$ cat src/core/cmu_pkg.sv
// constants, types and operation list for the cache maintenance unit
package cmu_pkg;
    localparam int ADDR_W = 64;
    localparam int OFFS_W = 16;
    localparam int SEL_LSB = 16;
    localparam int OP_LSB = 18;
    localparam int TAG_W = 32;
    localparam int DATA_W = 64;

    localparam logic [1:0] CACHE_INSTR = 2'h0;
    localparam logic [1:0] CACHE_DATA = 2'h1;
    localparam logic [1:0] CACHE_TERT = 2'h2;
    localparam logic [1:0] CACHE_SEC = 2'h3;

    localparam logic [2:0] OP_IDX_INV = 3'h0;
    localparam logic [2:0] OP_IDX_LDTAG = 3'h1;
    localparam logic [2:0] OP_IDX_STTAG = 3'h2;
    localparam logic [2:0] OP_IMPL = 3'h3;
    localparam logic [2:0] OP_HIT_INV = 3'h4;
    localparam logic [2:0] OP_FILL_HWBI = 3'h5;
    localparam logic [2:0] OP_HIT_WB = 3'h6;
    localparam logic [2:0] OP_FETCH_LOCK = 3'h7;

    // exception codes on the fault port
    localparam logic [2:0] EXC_NONE = 3'h0;
    localparam logic [2:0] EXC_TLB_REFILL = 3'h1;
    localparam logic [2:0] EXC_TLB_INVALID = 3'h2;
    localparam logic [2:0] EXC_ADDR = 3'h3;
    localparam logic [2:0] EXC_CACHE_ERR = 3'h4;
    localparam logic [2:0] EXC_BUS_ERR = 3'h5;

    // cause codes: translation fault load and store, address fault load
    localparam logic [4:0] translation_fault_load_cause = 5'h02;
    localparam logic [4:0] translation_fault_store_cause = 5'h03;
    localparam logic [4:0] address_fault_load_cause = 5'h04;

    // tag word layout: lock, dirty, valid, address tag
    localparam int TAG_VALID_BIT = 0;
    localparam int TAG_DIRTY_BIT = 1;
    localparam int TAG_LOCK_BIT = 2;
    localparam int TAG_ADDR_LSB = 8;
    localparam logic [TAG_W-1:0] TAG_RESET = 32'h0000_0000;

    typedef struct packed {
        logic [31:0] instr;
        logic [ADDR_W-1:0] base;
    } cmu_req_t;

    typedef struct packed {
        logic valid;
        logic dirty;
        logic lock;
        logic [TAG_W-1:0] tag_lo;
        logic [TAG_W-1:0] tag_hi;
    } cmu_line_t;

    typedef struct packed {
        logic [2:0] code;
        logic [4:0] cause;
    } cmu_exc_t;
endpackage

$ cat src/core/cmu_decode.sv
// instruction field decode and effective address adder
`timescale 1ns/1ns
module cmu_decode
    import cmu_pkg::*;
(
    input wire cmu_req_t req,
    output logic [ADDR_W-1:0] eff_addr,
    output logic [1:0] cache_sel,
    output logic [2:0] op_code
);
    always_comb begin
        eff_addr = req.base + {{(ADDR_W-OFFS_W){req.instr[OFFS_W-1]}},
                               req.instr[OFFS_W-1:0]};
        cache_sel = req.instr[SEL_LSB+1:SEL_LSB];
        op_code = req.instr[OP_LSB+2:OP_LSB];
    end
endmodule

$ cat src/core/cmu_fault.sv
// translation and address fault classification
`timescale 1ns/1ns
module cmu_fault
    import cmu_pkg::*;
(
    input wire logic xlat_refill,
    input wire logic xlat_invalid,
    input wire logic kseg_protected,
    input wire logic kaddr_check_en,
    output cmu_exc_t exc
);
    always_comb begin
        exc.code = EXC_NONE;
        exc.cause = 5'h00;
        if (kaddr_check_en && kseg_protected) begin
            exc.code = EXC_ADDR;
            exc.cause = address_fault_load_cause;
        end else if (xlat_refill) begin
            exc.code = EXC_TLB_REFILL;
            exc.cause = translation_fault_load_cause;
        end else if (xlat_invalid) begin
            exc.code = EXC_TLB_INVALID;
            exc.cause = translation_fault_load_cause;
        end
    end
endmodule

$ cat src/core/cmu_unit.sv
// cache maintenance sequencer: lookup, writeback, fill, tag update
`timescale 1ns/1ns
module cmu_unit
    import cmu_pkg::*;
(
    input wire logic core_clk,
    input wire logic sys_rst,
    // pipeline side
    input wire logic req_valid,
    output logic req_ready,
    input wire cmu_req_t req,
    input wire logic xlat_refill,
    input wire logic xlat_invalid,
    input wire logic [ADDR_W-1:0] phys_addr,
    input wire logic kseg_protected,
    input wire logic kaddr_check_en,
    input wire logic [3:0] wb_cache_mask,
    output logic done,
    output cmu_exc_t exc_out,
    // holding words
    input wire logic [TAG_W-1:0] tag_word_lower,
    input wire logic [TAG_W-1:0] tag_word_upper,
    output logic [TAG_W-1:0] tag_word_lower_rd,
    output logic [TAG_W-1:0] tag_word_upper_rd,
    output logic [DATA_W/2-1:0] line_data_lower,
    output logic [DATA_W/2-1:0] line_data_upper,
    output logic hold_load,
    // cache array side
    output logic arr_req,
    output logic [1:0] arr_sel,
    output logic [ADDR_W-1:0] arr_addr,
    input wire logic arr_ack,
    input wire logic arr_hit,
    input wire cmu_line_t arr_line,
    input wire logic [DATA_W-1:0] arr_data,
    input wire logic arr_err,
    output logic arr_wr,
    output cmu_line_t arr_wline,
    // memory bus side
    output logic bus_req,
    output logic bus_write,
    output logic [ADDR_W-1:0] bus_addr,
    input wire logic bus_ack,
    input wire logic bus_err
);
    typedef enum logic [2:0] {
        S_IDLE, S_LOOK, S_WB, S_FILL, S_UPD, S_DONE
    } cmu_state_t;

    logic [ADDR_W-1:0] eff_addr;
    logic [1:0] cache_sel;
    logic [2:0] op_code;
    cmu_exc_t xlat_exc;

    cmu_state_t state_r, state_nxt;
    logic [1:0] sel_r, sel_nxt;
    logic [2:0] op_r, op_nxt;
    logic [ADDR_W-1:0] addr_r, addr_nxt;
    cmu_line_t line_r, line_nxt;
    logic hit_r, hit_nxt;
    cmu_exc_t exc_r, exc_nxt;
    logic done_r, done_nxt;
    logic [TAG_W-1:0] tlo_r, tlo_nxt;
    logic [TAG_W-1:0] thi_r, thi_nxt;
    logic [DATA_W-1:0] dat_r, dat_nxt;
    logic hold_r, hold_nxt;
    logic wr_r, wr_nxt;
    logic wb_cache;

    cmu_decode u_dec (
        .req(req),
        .eff_addr(eff_addr),
        .cache_sel(cache_sel),
        .op_code(op_code)
    );

    cmu_fault u_flt (
        .xlat_refill(xlat_refill),
        .xlat_invalid(xlat_invalid),
        .kseg_protected(kseg_protected),
        .kaddr_check_en(kaddr_check_en),
        .exc(xlat_exc)
    );

    // write-back policy per cache; instr cache never write-back
    assign wb_cache = wb_cache_mask[sel_r] && (sel_r != CACHE_INSTR);

    assign req_ready = (state_r == S_IDLE);
    assign done = done_r;
    assign exc_out = exc_r;
    assign tag_word_lower_rd = tlo_r;
    assign tag_word_upper_rd = thi_r;
    assign line_data_lower = dat_r[DATA_W/2-1:0];
    assign line_data_upper = dat_r[DATA_W-1:DATA_W/2];
    assign hold_load = hold_r;
    assign arr_sel = sel_r;
    assign arr_addr = addr_r;
    assign arr_req = (state_r == S_LOOK);
    // strobe after update, so the written line is final
    assign arr_wr = wr_r;
    assign arr_wline = line_r;
    assign bus_req = (state_r == S_WB) || (state_r == S_FILL);
    assign bus_write = (state_r == S_WB);
    // writeback goes to the address held in the tag
    assign bus_addr = (state_r == S_WB) ?
        {{(ADDR_W-TAG_W){1'b0}}, line_r.tag_lo} : addr_r;

    always_comb begin
        state_nxt = state_r;
        sel_nxt = sel_r;
        op_nxt = op_r;
        addr_nxt = addr_r;
        line_nxt = line_r;
        hit_nxt = hit_r;
        exc_nxt = exc_r;
        done_nxt = 1'b0;
        tlo_nxt = tlo_r;
        thi_nxt = thi_r;
        dat_nxt = dat_r;
        hold_nxt = 1'b0;
        wr_nxt = 1'b0;
        case (state_r)
            S_IDLE: begin
                if (req_valid) begin
                    sel_nxt = cache_sel;
                    op_nxt = op_code;
                    exc_nxt = xlat_exc;
                    // index ops may use the untranslated address
                    addr_nxt = op_code[2] ? phys_addr : eff_addr;
                    if (xlat_exc.code != EXC_NONE) begin
                        state_nxt = S_DONE;
                    end else if (op_code == OP_IMPL) begin
                        state_nxt = S_DONE;
                    end else begin
                        state_nxt = S_LOOK;
                    end
                end
            end
            S_LOOK: begin
                if (arr_ack) begin
                    line_nxt = arr_line;
                    // index ops ignore the tag compare
                    hit_nxt = op_r[2] ? (arr_hit && arr_line.valid)
                                      : 1'b1;
                    state_nxt = S_UPD;
                    if (arr_err) begin
                        exc_nxt.code = EXC_CACHE_ERR;
                        exc_nxt.cause = 5'h00;
                        state_nxt = S_DONE;
                    end else begin
                        case (op_r)
                            OP_IDX_INV: begin
                                if (wb_cache && arr_line.valid &&
                                    arr_line.dirty) begin
                                    state_nxt = S_WB;
                                end
                            end
                            OP_IDX_LDTAG: begin
                                // copy tag and data to holders
                                tlo_nxt = arr_line.tag_lo;
                                thi_nxt = arr_line.tag_hi;
                                dat_nxt = arr_data;
                                hold_nxt = 1'b1;
                                state_nxt = S_DONE;
                            end
                            OP_IDX_STTAG: state_nxt = S_UPD;
                            OP_HIT_INV: begin
                                if (!(arr_hit && arr_line.valid)) begin
                                    state_nxt = S_DONE;
                                end
                            end
                            OP_FILL_HWBI: begin
                                if (sel_r == CACHE_INSTR) begin
                                    state_nxt = S_FILL;
                                end else if (!(arr_hit && arr_line.valid)) begin
                                    state_nxt = S_DONE;
                                end else if (wb_cache && arr_line.dirty) begin
                                    state_nxt = S_WB;
                                end
                            end
                            OP_HIT_WB: begin
                                // only a dirty hit on write-back cache
                                if (wb_cache && arr_hit && arr_line.valid &&
                                    arr_line.dirty) begin
                                    state_nxt = S_WB;
                                end else begin
                                    state_nxt = S_DONE;
                                end
                            end
                            default: begin
                                if (arr_hit && arr_line.valid) begin
                                    state_nxt = S_UPD;
                                end else if (wb_cache && arr_line.valid &&
                                             arr_line.dirty) begin
                                    state_nxt = S_WB;
                                end else begin
                                    state_nxt = S_FILL;
                                end
                            end
                        endcase
                    end
                end
            end
            S_WB: begin
                if (bus_ack) begin
                    if (bus_err) begin
                        // writeback fault is a cache error
                        exc_nxt.code = EXC_CACHE_ERR;
                        exc_nxt.cause = 5'h00;
                        state_nxt = S_DONE;
                    end else if (op_r == OP_FETCH_LOCK) begin
                        state_nxt = S_FILL;
                    end else begin
                        state_nxt = S_UPD;
                    end
                end
            end
            S_FILL: begin
                if (bus_ack) begin
                    if (bus_err) begin
                        // failed fill is a bus error
                        exc_nxt.code = EXC_BUS_ERR;
                        exc_nxt.cause = 5'h00;
                        state_nxt = S_DONE;
                    end else begin
                        line_nxt.tag_lo = addr_r[TAG_W-1:0];
                        line_nxt.dirty = 1'b0;
                        hit_nxt = 1'b0;
                        state_nxt = S_UPD;
                    end
                end
            end
            S_UPD: begin
                case (op_r)
                    OP_IDX_STTAG: begin
                        line_nxt.tag_lo = tag_word_lower;
                        line_nxt.tag_hi = tag_word_upper;
                        line_nxt.valid = tag_word_lower[TAG_VALID_BIT];
                        line_nxt.dirty = tag_word_lower[TAG_DIRTY_BIT];
                        line_nxt.lock = tag_word_lower[TAG_LOCK_BIT];
                    end
                    OP_HIT_WB: line_nxt.dirty = 1'b0;
                    OP_FETCH_LOCK: begin
                        line_nxt.valid = 1'b1;
                        line_nxt.lock = 1'b1;
                    end
                    OP_FILL_HWBI: begin
                        if (sel_r == CACHE_INSTR) begin
                            line_nxt.valid = 1'b1;
                            line_nxt.dirty = 1'b0;
                            line_nxt.lock = 1'b0;
                        end else begin
                            line_nxt.valid = 1'b0;
                            line_nxt.dirty = 1'b0;
                            line_nxt.lock = 1'b0;
                        end
                    end
                    default: begin
                        line_nxt.valid = 1'b0;
                        line_nxt.dirty = 1'b0;
                        line_nxt.lock = 1'b0;
                    end
                endcase
                wr_nxt = 1'b1;
                state_nxt = S_DONE;
            end
            S_DONE: begin
                done_nxt = 1'b1;
                state_nxt = S_IDLE;
            end
            default: state_nxt = S_IDLE;
        endcase
    end

    always_ff @(posedge core_clk or posedge sys_rst) begin
        if (sys_rst) begin
            state_r <= S_IDLE;
            sel_r <= CACHE_INSTR;
            op_r <= OP_IDX_INV;
            addr_r <= '0;
            line_r <= '0;
            hit_r <= 1'b0;
            exc_r <= '0;
            done_r <= 1'b0;
            tlo_r <= TAG_RESET;
            thi_r <= TAG_RESET;
            dat_r <= '0;
            hold_r <= 1'b0;
            wr_r <= 1'b0;
        end else begin
            state_r <= state_nxt;
            sel_r <= sel_nxt;
            op_r <= op_nxt;
            addr_r <= addr_nxt;
            line_r <= line_nxt;
            hit_r <= hit_nxt;
            exc_r <= exc_nxt;
            done_r <= done_nxt;
            tlo_r <= tlo_nxt;
            thi_r <= thi_nxt;
            dat_r <= dat_nxt;
            hold_r <= hold_nxt;
            wr_r <= wr_nxt;
        end
    end
endmodule

$ cat config.mk
export PLATFORM = sky130hd
export DESIGN_NAME = cmu_unit
export DESIGN_NICKNAME = d
export VERILOG_FILES = /design/src/core/cmu_pkg.sv /design/src/core/cmu_decode.sv /design/src/core/cmu_fault.sv /design/src/core/cmu_unit.sv
export SDC_FILE = /design/constraint.sdc
export NUM_CORES = 1
export LEC_CHECK = 0
export BUFFER_PORTS_ARGS = -buffer_cell sky130_fd_sc_hd__buf_2
export CAP_MARGIN = 20
export CORE_AREA = 4 4 271 273
export DETAILED_ROUTE_END_ITERATION = 10
export DIE_AREA = 0 0 275 277
export MAX_ROUTING_LAYER = met4
export SETUP_SLACK_MARGIN = 0.05
export SLEW_MARGIN = 30
export SYNTH_ARGS = -nofsm -noshare
export SYNTH_HDL_FRONTEND = slang
export SYNTH_HIERARCHICAL = 1
export SYNTH_SLANG_ARGS = --single-unit
export TNS_END_PERCENT = 20
$ cat constraint.sdc
create_clock -name core_clk -period 12.2 [get_ports core_clk]
set_input_delay 2.44 -clock core_clk [delete_from_list [all_inputs] [get_ports core_clk]]
set_output_delay 2.44 -clock core_clk [all_outputs]
set_load 0.03 [all_outputs]
# Word level (Yosys, flattened, before mapping)
# Index checks and enable logic that the tools add are counted.
# classes
add_sub_neg	1
n_lt_le_gt_ge	1
eq_ne	23
mux	56
bitwise_logic	1
reduce_logical	26
# op_table
operator	n
two-way mux 64 bit	3
one-hot mux 32 bit (3 select lines)	1
two-way mux 8 bit	9
two-way mux 67 bit	1
adder 64 bit	1
two-way mux 32 bit	2
one-hot mux 32 bit (2 select lines)	1
two-way mux 3 bit	16
one-hot mux 8 bit (4 select lines)	1
equality test 3 bit, second input constant	6
one-hot mux 3 bit (6 select lines)	1
one-hot mux 3 bit (5 select lines)	1
equality test 3 x 2 -> 1 bit, second input constant	4
two-way mux 1 bit	12
!= test 2 bit, second input constant	6
!= test 2 x 1 -> 1 bit, second input constant	5
AND reduction 5 bit	2
logical AND 1 bit	9
one-hot mux 1 bit (4 select lines)	2
AND reduction 4 bit	2
AND reduction 8 bit	1
two-way mux 7 bit	1
equality test 3 x 1 -> 1 bit, second input constant	2
zero test 3 bit	2
other kinds (12)	17
# totals
ff_bits	278
input_bits	371
output_inout_bits	340
wordCells	125

# Longest topological paths before layout
# depth
word_depth	11
depth_mapped	13
mapped_depth_nobuf	13

# Cells and area by module
# Netlist, hierarchy kept.
# by_module_without_submodules
module	instances	cells_each	area_each_um2	seq_area_each_um2
cmu_unit	1	1043	13334.0	6956.7
cmu_decode	1	559	3960.0	0.0
cmu_fault	1	11	66.3	0.0

# Worst setup path after synthesis
# Ideal clock, no wire load.
# synth_timing
path_type	input to register
from	input port req[0] (netlist bit)
to	register addr_r[60], in the netlist arr_addr[60]
setup_time_ns	0.126
t_arrival_ns	5.055
t_required_ns	12.074
path_slack_ns	7.019
path_stages	13
n_path_buf	0
cell_sequence	ha_1 -> fa_1 -> a21o_1 -> a311oi_2 -> o21ai_2 -> o211ai_2 -> a211oi_2 -> o31ai_4 -> o31ai_1 -> or3b_1 -> and3_1 -> mux2i_1 -> a21oi_1
# synth_between
elab_chain_len	2
# synth_rtl
element	line_no	source
start: declaration	cmu_unit.sv:11	input wire cmu_req_t req,
adder 64 bit	cmu_decode.sv:12	eff_addr = req.base + {{(ADDR_W-OFFS_W){req.instr[OFFS_W-1]}},
net eff_addr[60]	cmu_unit.sv:50	logic [ADDR_W-1:0] eff_addr;
two-way mux 64 bit	cmu_unit.sv:129	addr_nxt = op_code[2] ? phys_addr : eff_addr;
end signal: assignment	cmu_unit.sv:294	addr_r <= addr_nxt;
end: declaration	cmu_unit.sv:58	logic [ADDR_W-1:0] addr_r, addr_nxt;
# The timed path passes the listed nets, and every way through them passes these cells.
# A chain may end at the register's enable or synchronous reset.

# Worst setup path after layout
# layout_timing
from	input port req[79] (netlist bit)
to	register addr_r[62], in the netlist arr_addr[62]
# The elaborated chain is that of the path after synthesis.

==> summary.md <==
| Metric | Value |
|---|---|
| Status | complete, no violations |
| Synthesized area | roughly 17000 µm² |
| Synth area leaders | dfrtp_1 40%, mux2_4 9.4%, mux2_2 7.8% |
| Worst-path clk slew | roughly 0.060 ns |
| FF-to-FF path depth | 6 |
| Slowest cell on crit path | nor4_1 |
| Initial Util | 0.244 |
| Clock skew | 0.0209 ns |
| Vias after detailed routing | around 15000 |
| Synth top area share | 0.401 |
| Hold Fails Final Rpt | 0 |
| Hold Buf Count CTS | 0 |
| Worst R2R Setup Slack | approximately 8.5 ns |
| Simple-gate share of the synthesized area | 0.0964 |
| Hold depth | 1 |
| Clk buf depth | 3 |
| Vias in the first global route | about 15000 |
| Largest stage delay, worst path | a little over 0.5 ns |
| Final setup vio count | 0 |
| RSZ-0062 raised after global routing | no |
| Io pins | 711 |
| Crit end category | flop |
| Number of distinct library cells after synthesis | 92 |
| Slew @ Worst Pin | 0.985 ns |
| Pwr dens | 267 nW/µm² |
| Startpoint type of the worst setup path | input port |
| Core Box Area | 71100 µm² |
| Number of routed nets with antenna violations | 0 |
| Clock Tree Root | clkbuf_16 |
| Worst hold path class | reg -> reg |
| Global-route wire length before repair | 98300 µm |
| Peak VDD IR | roughly 0.17 mV |
| Hold Startpoint | arr_wline[0] |
| Chip width | 275 µm |
| Post-Route Utilization | 0.321 |
| FILL cells | about 7300 |
| Critical setup path kind | in -> reg |
| DRC errors left | 0 |
| FFs w/ async S/R, synth | 1.00 |
| Sink Count | 278 |
| Post-synthesis compound-gate area fraction | 0.141 |
| Reg2Reg Launch Point | state_r[0] |
| Post-synth EDFFs | 0 |
| Post-Synth Adder-Cell Area | 0.0466 |
| HPWL Detailed | ~55000 µm |
| Fin. max-slew vios | 0 |
| Setup TNS | 0 ns |
| Nets | 2700 |
| Design Area, Final | 22800 µm² |
| Gr usage total | 0.174 |
| Worst hold endpoint | arr_wline[0] |
| Register area share after synthesis | 0.401 |
| Final wirelength | 68300 µm |
| Main combinational cell family by area after synthesis | multiplexers |
| Most area-hungry cell type in the Yosys netlist | dfrtp_1 |
| Setup Fix Bufs, Post-CTS | 0 |
| Syn Area/Cell | 10.8 µm² |
| Final cell count without fillers | roughly 3200 |
| CP cell instances | buf_2, buf_4, ha_1, and4_4, nand3_2, nor4_1, o2111ai_1, a31oi_1, a21oi_2, o31ai_2, a31oi_1, xnor2_1, mux2i_1, a21oi_1 |
| Most common cell in the synthesized netlist | dfrtp_1 |
| Largest net degree at the start of global routing | 102 |
| Crit path max fanout | a little under 50 |
| Initial DRC count | 867 |
| Fin Hold WS | between 0.4 and 0.5 ns |
| H-Tree Depth | 2 |
| Commonest cells in the netlist | 278 x dfrtp_1, 180 x a21oi_1, 121 x mux2_2, 109 x mux2_4, 106 x mux2i_1 |
| Post-synthesis mux area share | 0.234 |
| Area post-placement | 21600 µm² |
| # resized after CTS | 0 |
| CTS buffer count | 34 |
| Critical path's most frequent cell | a31oi_1 |
| Die Span Y | ~280 µm |
| Post-Synth XOR/XNOR Area | 0.0303 |
| CTS tree | built |
| Worst EP required | 12.65 ns |
| Row cnt | 98 |
| TritonRoute pass-1 iters | 5 |
| IO buf count | approximately 700 |
| Synth Register Bits | 278 |
| Share of layout cells above drive strength 1 | 0.455 |
| Via density per instance | between 4 and 5 |
| Maximum achievable frequency | 0.171 GHz |
| Initial antenna violation count | 11 |
| Max-cap viol count | 0 |
| Worst skew pair latency | 0.53 ns |
| Dominant synthesized flop cell | dfrtp_1 |
| Placed cells | ~3200 |
| Max transition margin | 0.343 |
| Cells after Synth | 1613 |
| YS warnings | 6 |
| Final period utilization | 0.478 |
| Placer Congestion | about 0.89 |
| Wire length per cell | 21.0 µm |
| CP arrival | 6.29 ns |
| Die area | 76200 µm² |
| Capture point of the worst reg-to-reg path | tag_word_lower_rd[13] |
| Layout area overhead | 31.5% |
| GRT overflow | 0 |
| Crit path time final | 5.83 ns |
| Static Leakage | around 12 nW |
-- logic make-up (layout without fill, tap and decap cells) --
group	after synthesis	count (layout)
buffers and inverters	167	841
DFF	278	278
other	1	12
AOI/OAI and AO/OA	386	386
and+or+nand+nor	321	321
xor gates and xnor gates	60	60
muxes	336	336
adders and majority gates	64	64
-- how the worst max path moves through the flow --
stage,startpoint,to,slack (ns),cells after the start
after CTS,req[79],arr_addr[62],6.33,14
after global placement,req[79],arr_addr[62],5.74,14
after global routing,req[79],arr_addr[62],6.09,14
after detailed placement,req[79],arr_addr[62],5.77,14
final,req[79],arr_addr[62],6.37,14
after floorplan,sys_rst,arr_addr[0],2.09,1
-- through the flow --
| step | setup WS [ns] | power (mW) |
|---|---|---|
| 2_1_floorplan | 2.09 | 3.92 |
| 3_3_place_gp | 5.74 | 5.00 |
| 3_5_place_dp | 5.77 | 5.03 |
| 4_1_cts | 6.33 | 6.15 |
| 5_1_grt | 6.09 | 6.41 |
| 6_report | 6.37 | 6.09 |
-- sequential cells by signal, indices dropped and copies added, names as in the netlist --
name,cells
arr_addr,64
hold_load,1
tag_word_upper_rd,32
tag_word_lower_rd,32
arr_sel,2
dat_r,64
arr_wline,67
done,1
exc_out,8
op_r,3
arr_wr,1
state_r,3
-- per-layer routing --
layer	up-vias	track usage	wire length [µm]
met3	91	0.0318	4160
met2	525	0.288	32700
met5	-	-	0
li1	7132	-	-
met1	7321	0.213	29000
met4	0	0.0614	2440
-- critical path: cells and delay by family --
| family | cells | cell delay, ns |
|---|---|---|
| AO/OA/AOI/OAI | 6 | 1.66 |
| XOR/XNOR | 1 | 0.23 |
| adder cells (fa/ha/maj) | 1 | 0.37 |
| buffers and inverters | 2 | 0.55 |
| multiplexers | 1 | 0.10 |
| AND/OR/NAND/NOR | 3 | 0.88 |
-- power by group --
| part | leakage [nW] | internal (mW) | switching [mW] | total, mW |
|---|---|---|---|---|
| registers | 3.37 | 1.37 | 0.399 | 1.77 |
| logic | 7.71 | 1.14 | 2.10 | 3.24 |
| clock network | 0.595 | 0.661 | 0.419 | 1.08 |
| total | 11.7 | 3.17 | 2.92 | 6.09 |
-- final cells by class --
cell class / instances / area, µm² / area share
Tap cell: 950 / 1190 / 0.0521
Inverter: 67 / 260 / 0.0114
Antenna cell: 8 / 20.0 / 0.000877
Clock inverter: 14 / 193 / 0.00844
Timing Repair Buffer: 713 / 3640 / 0.159
Sequential cell: 278 / 6960 / 0.305
Clock buffer: 47 / 1000 / 0.0439
Multi-Input combinational cell: 1171 / 9570 / 0.419
-- cells in the final DEF (no fill, tap or decap), types with 35 or more instances in the layout --
master,instances
nand2_1,70
mux2i_1,106
dfrtp_1,278
xnor2_1,40
inv_1,65
mux2_4,109
buf_2,697
ha_1,63
a21oi_1,180
o21ai_0,45
nor2_1,94
clkbuf_16,35
nor2b_1,46
mux2_2,121
Note: power is estimated with default switching activity, not from simulation.
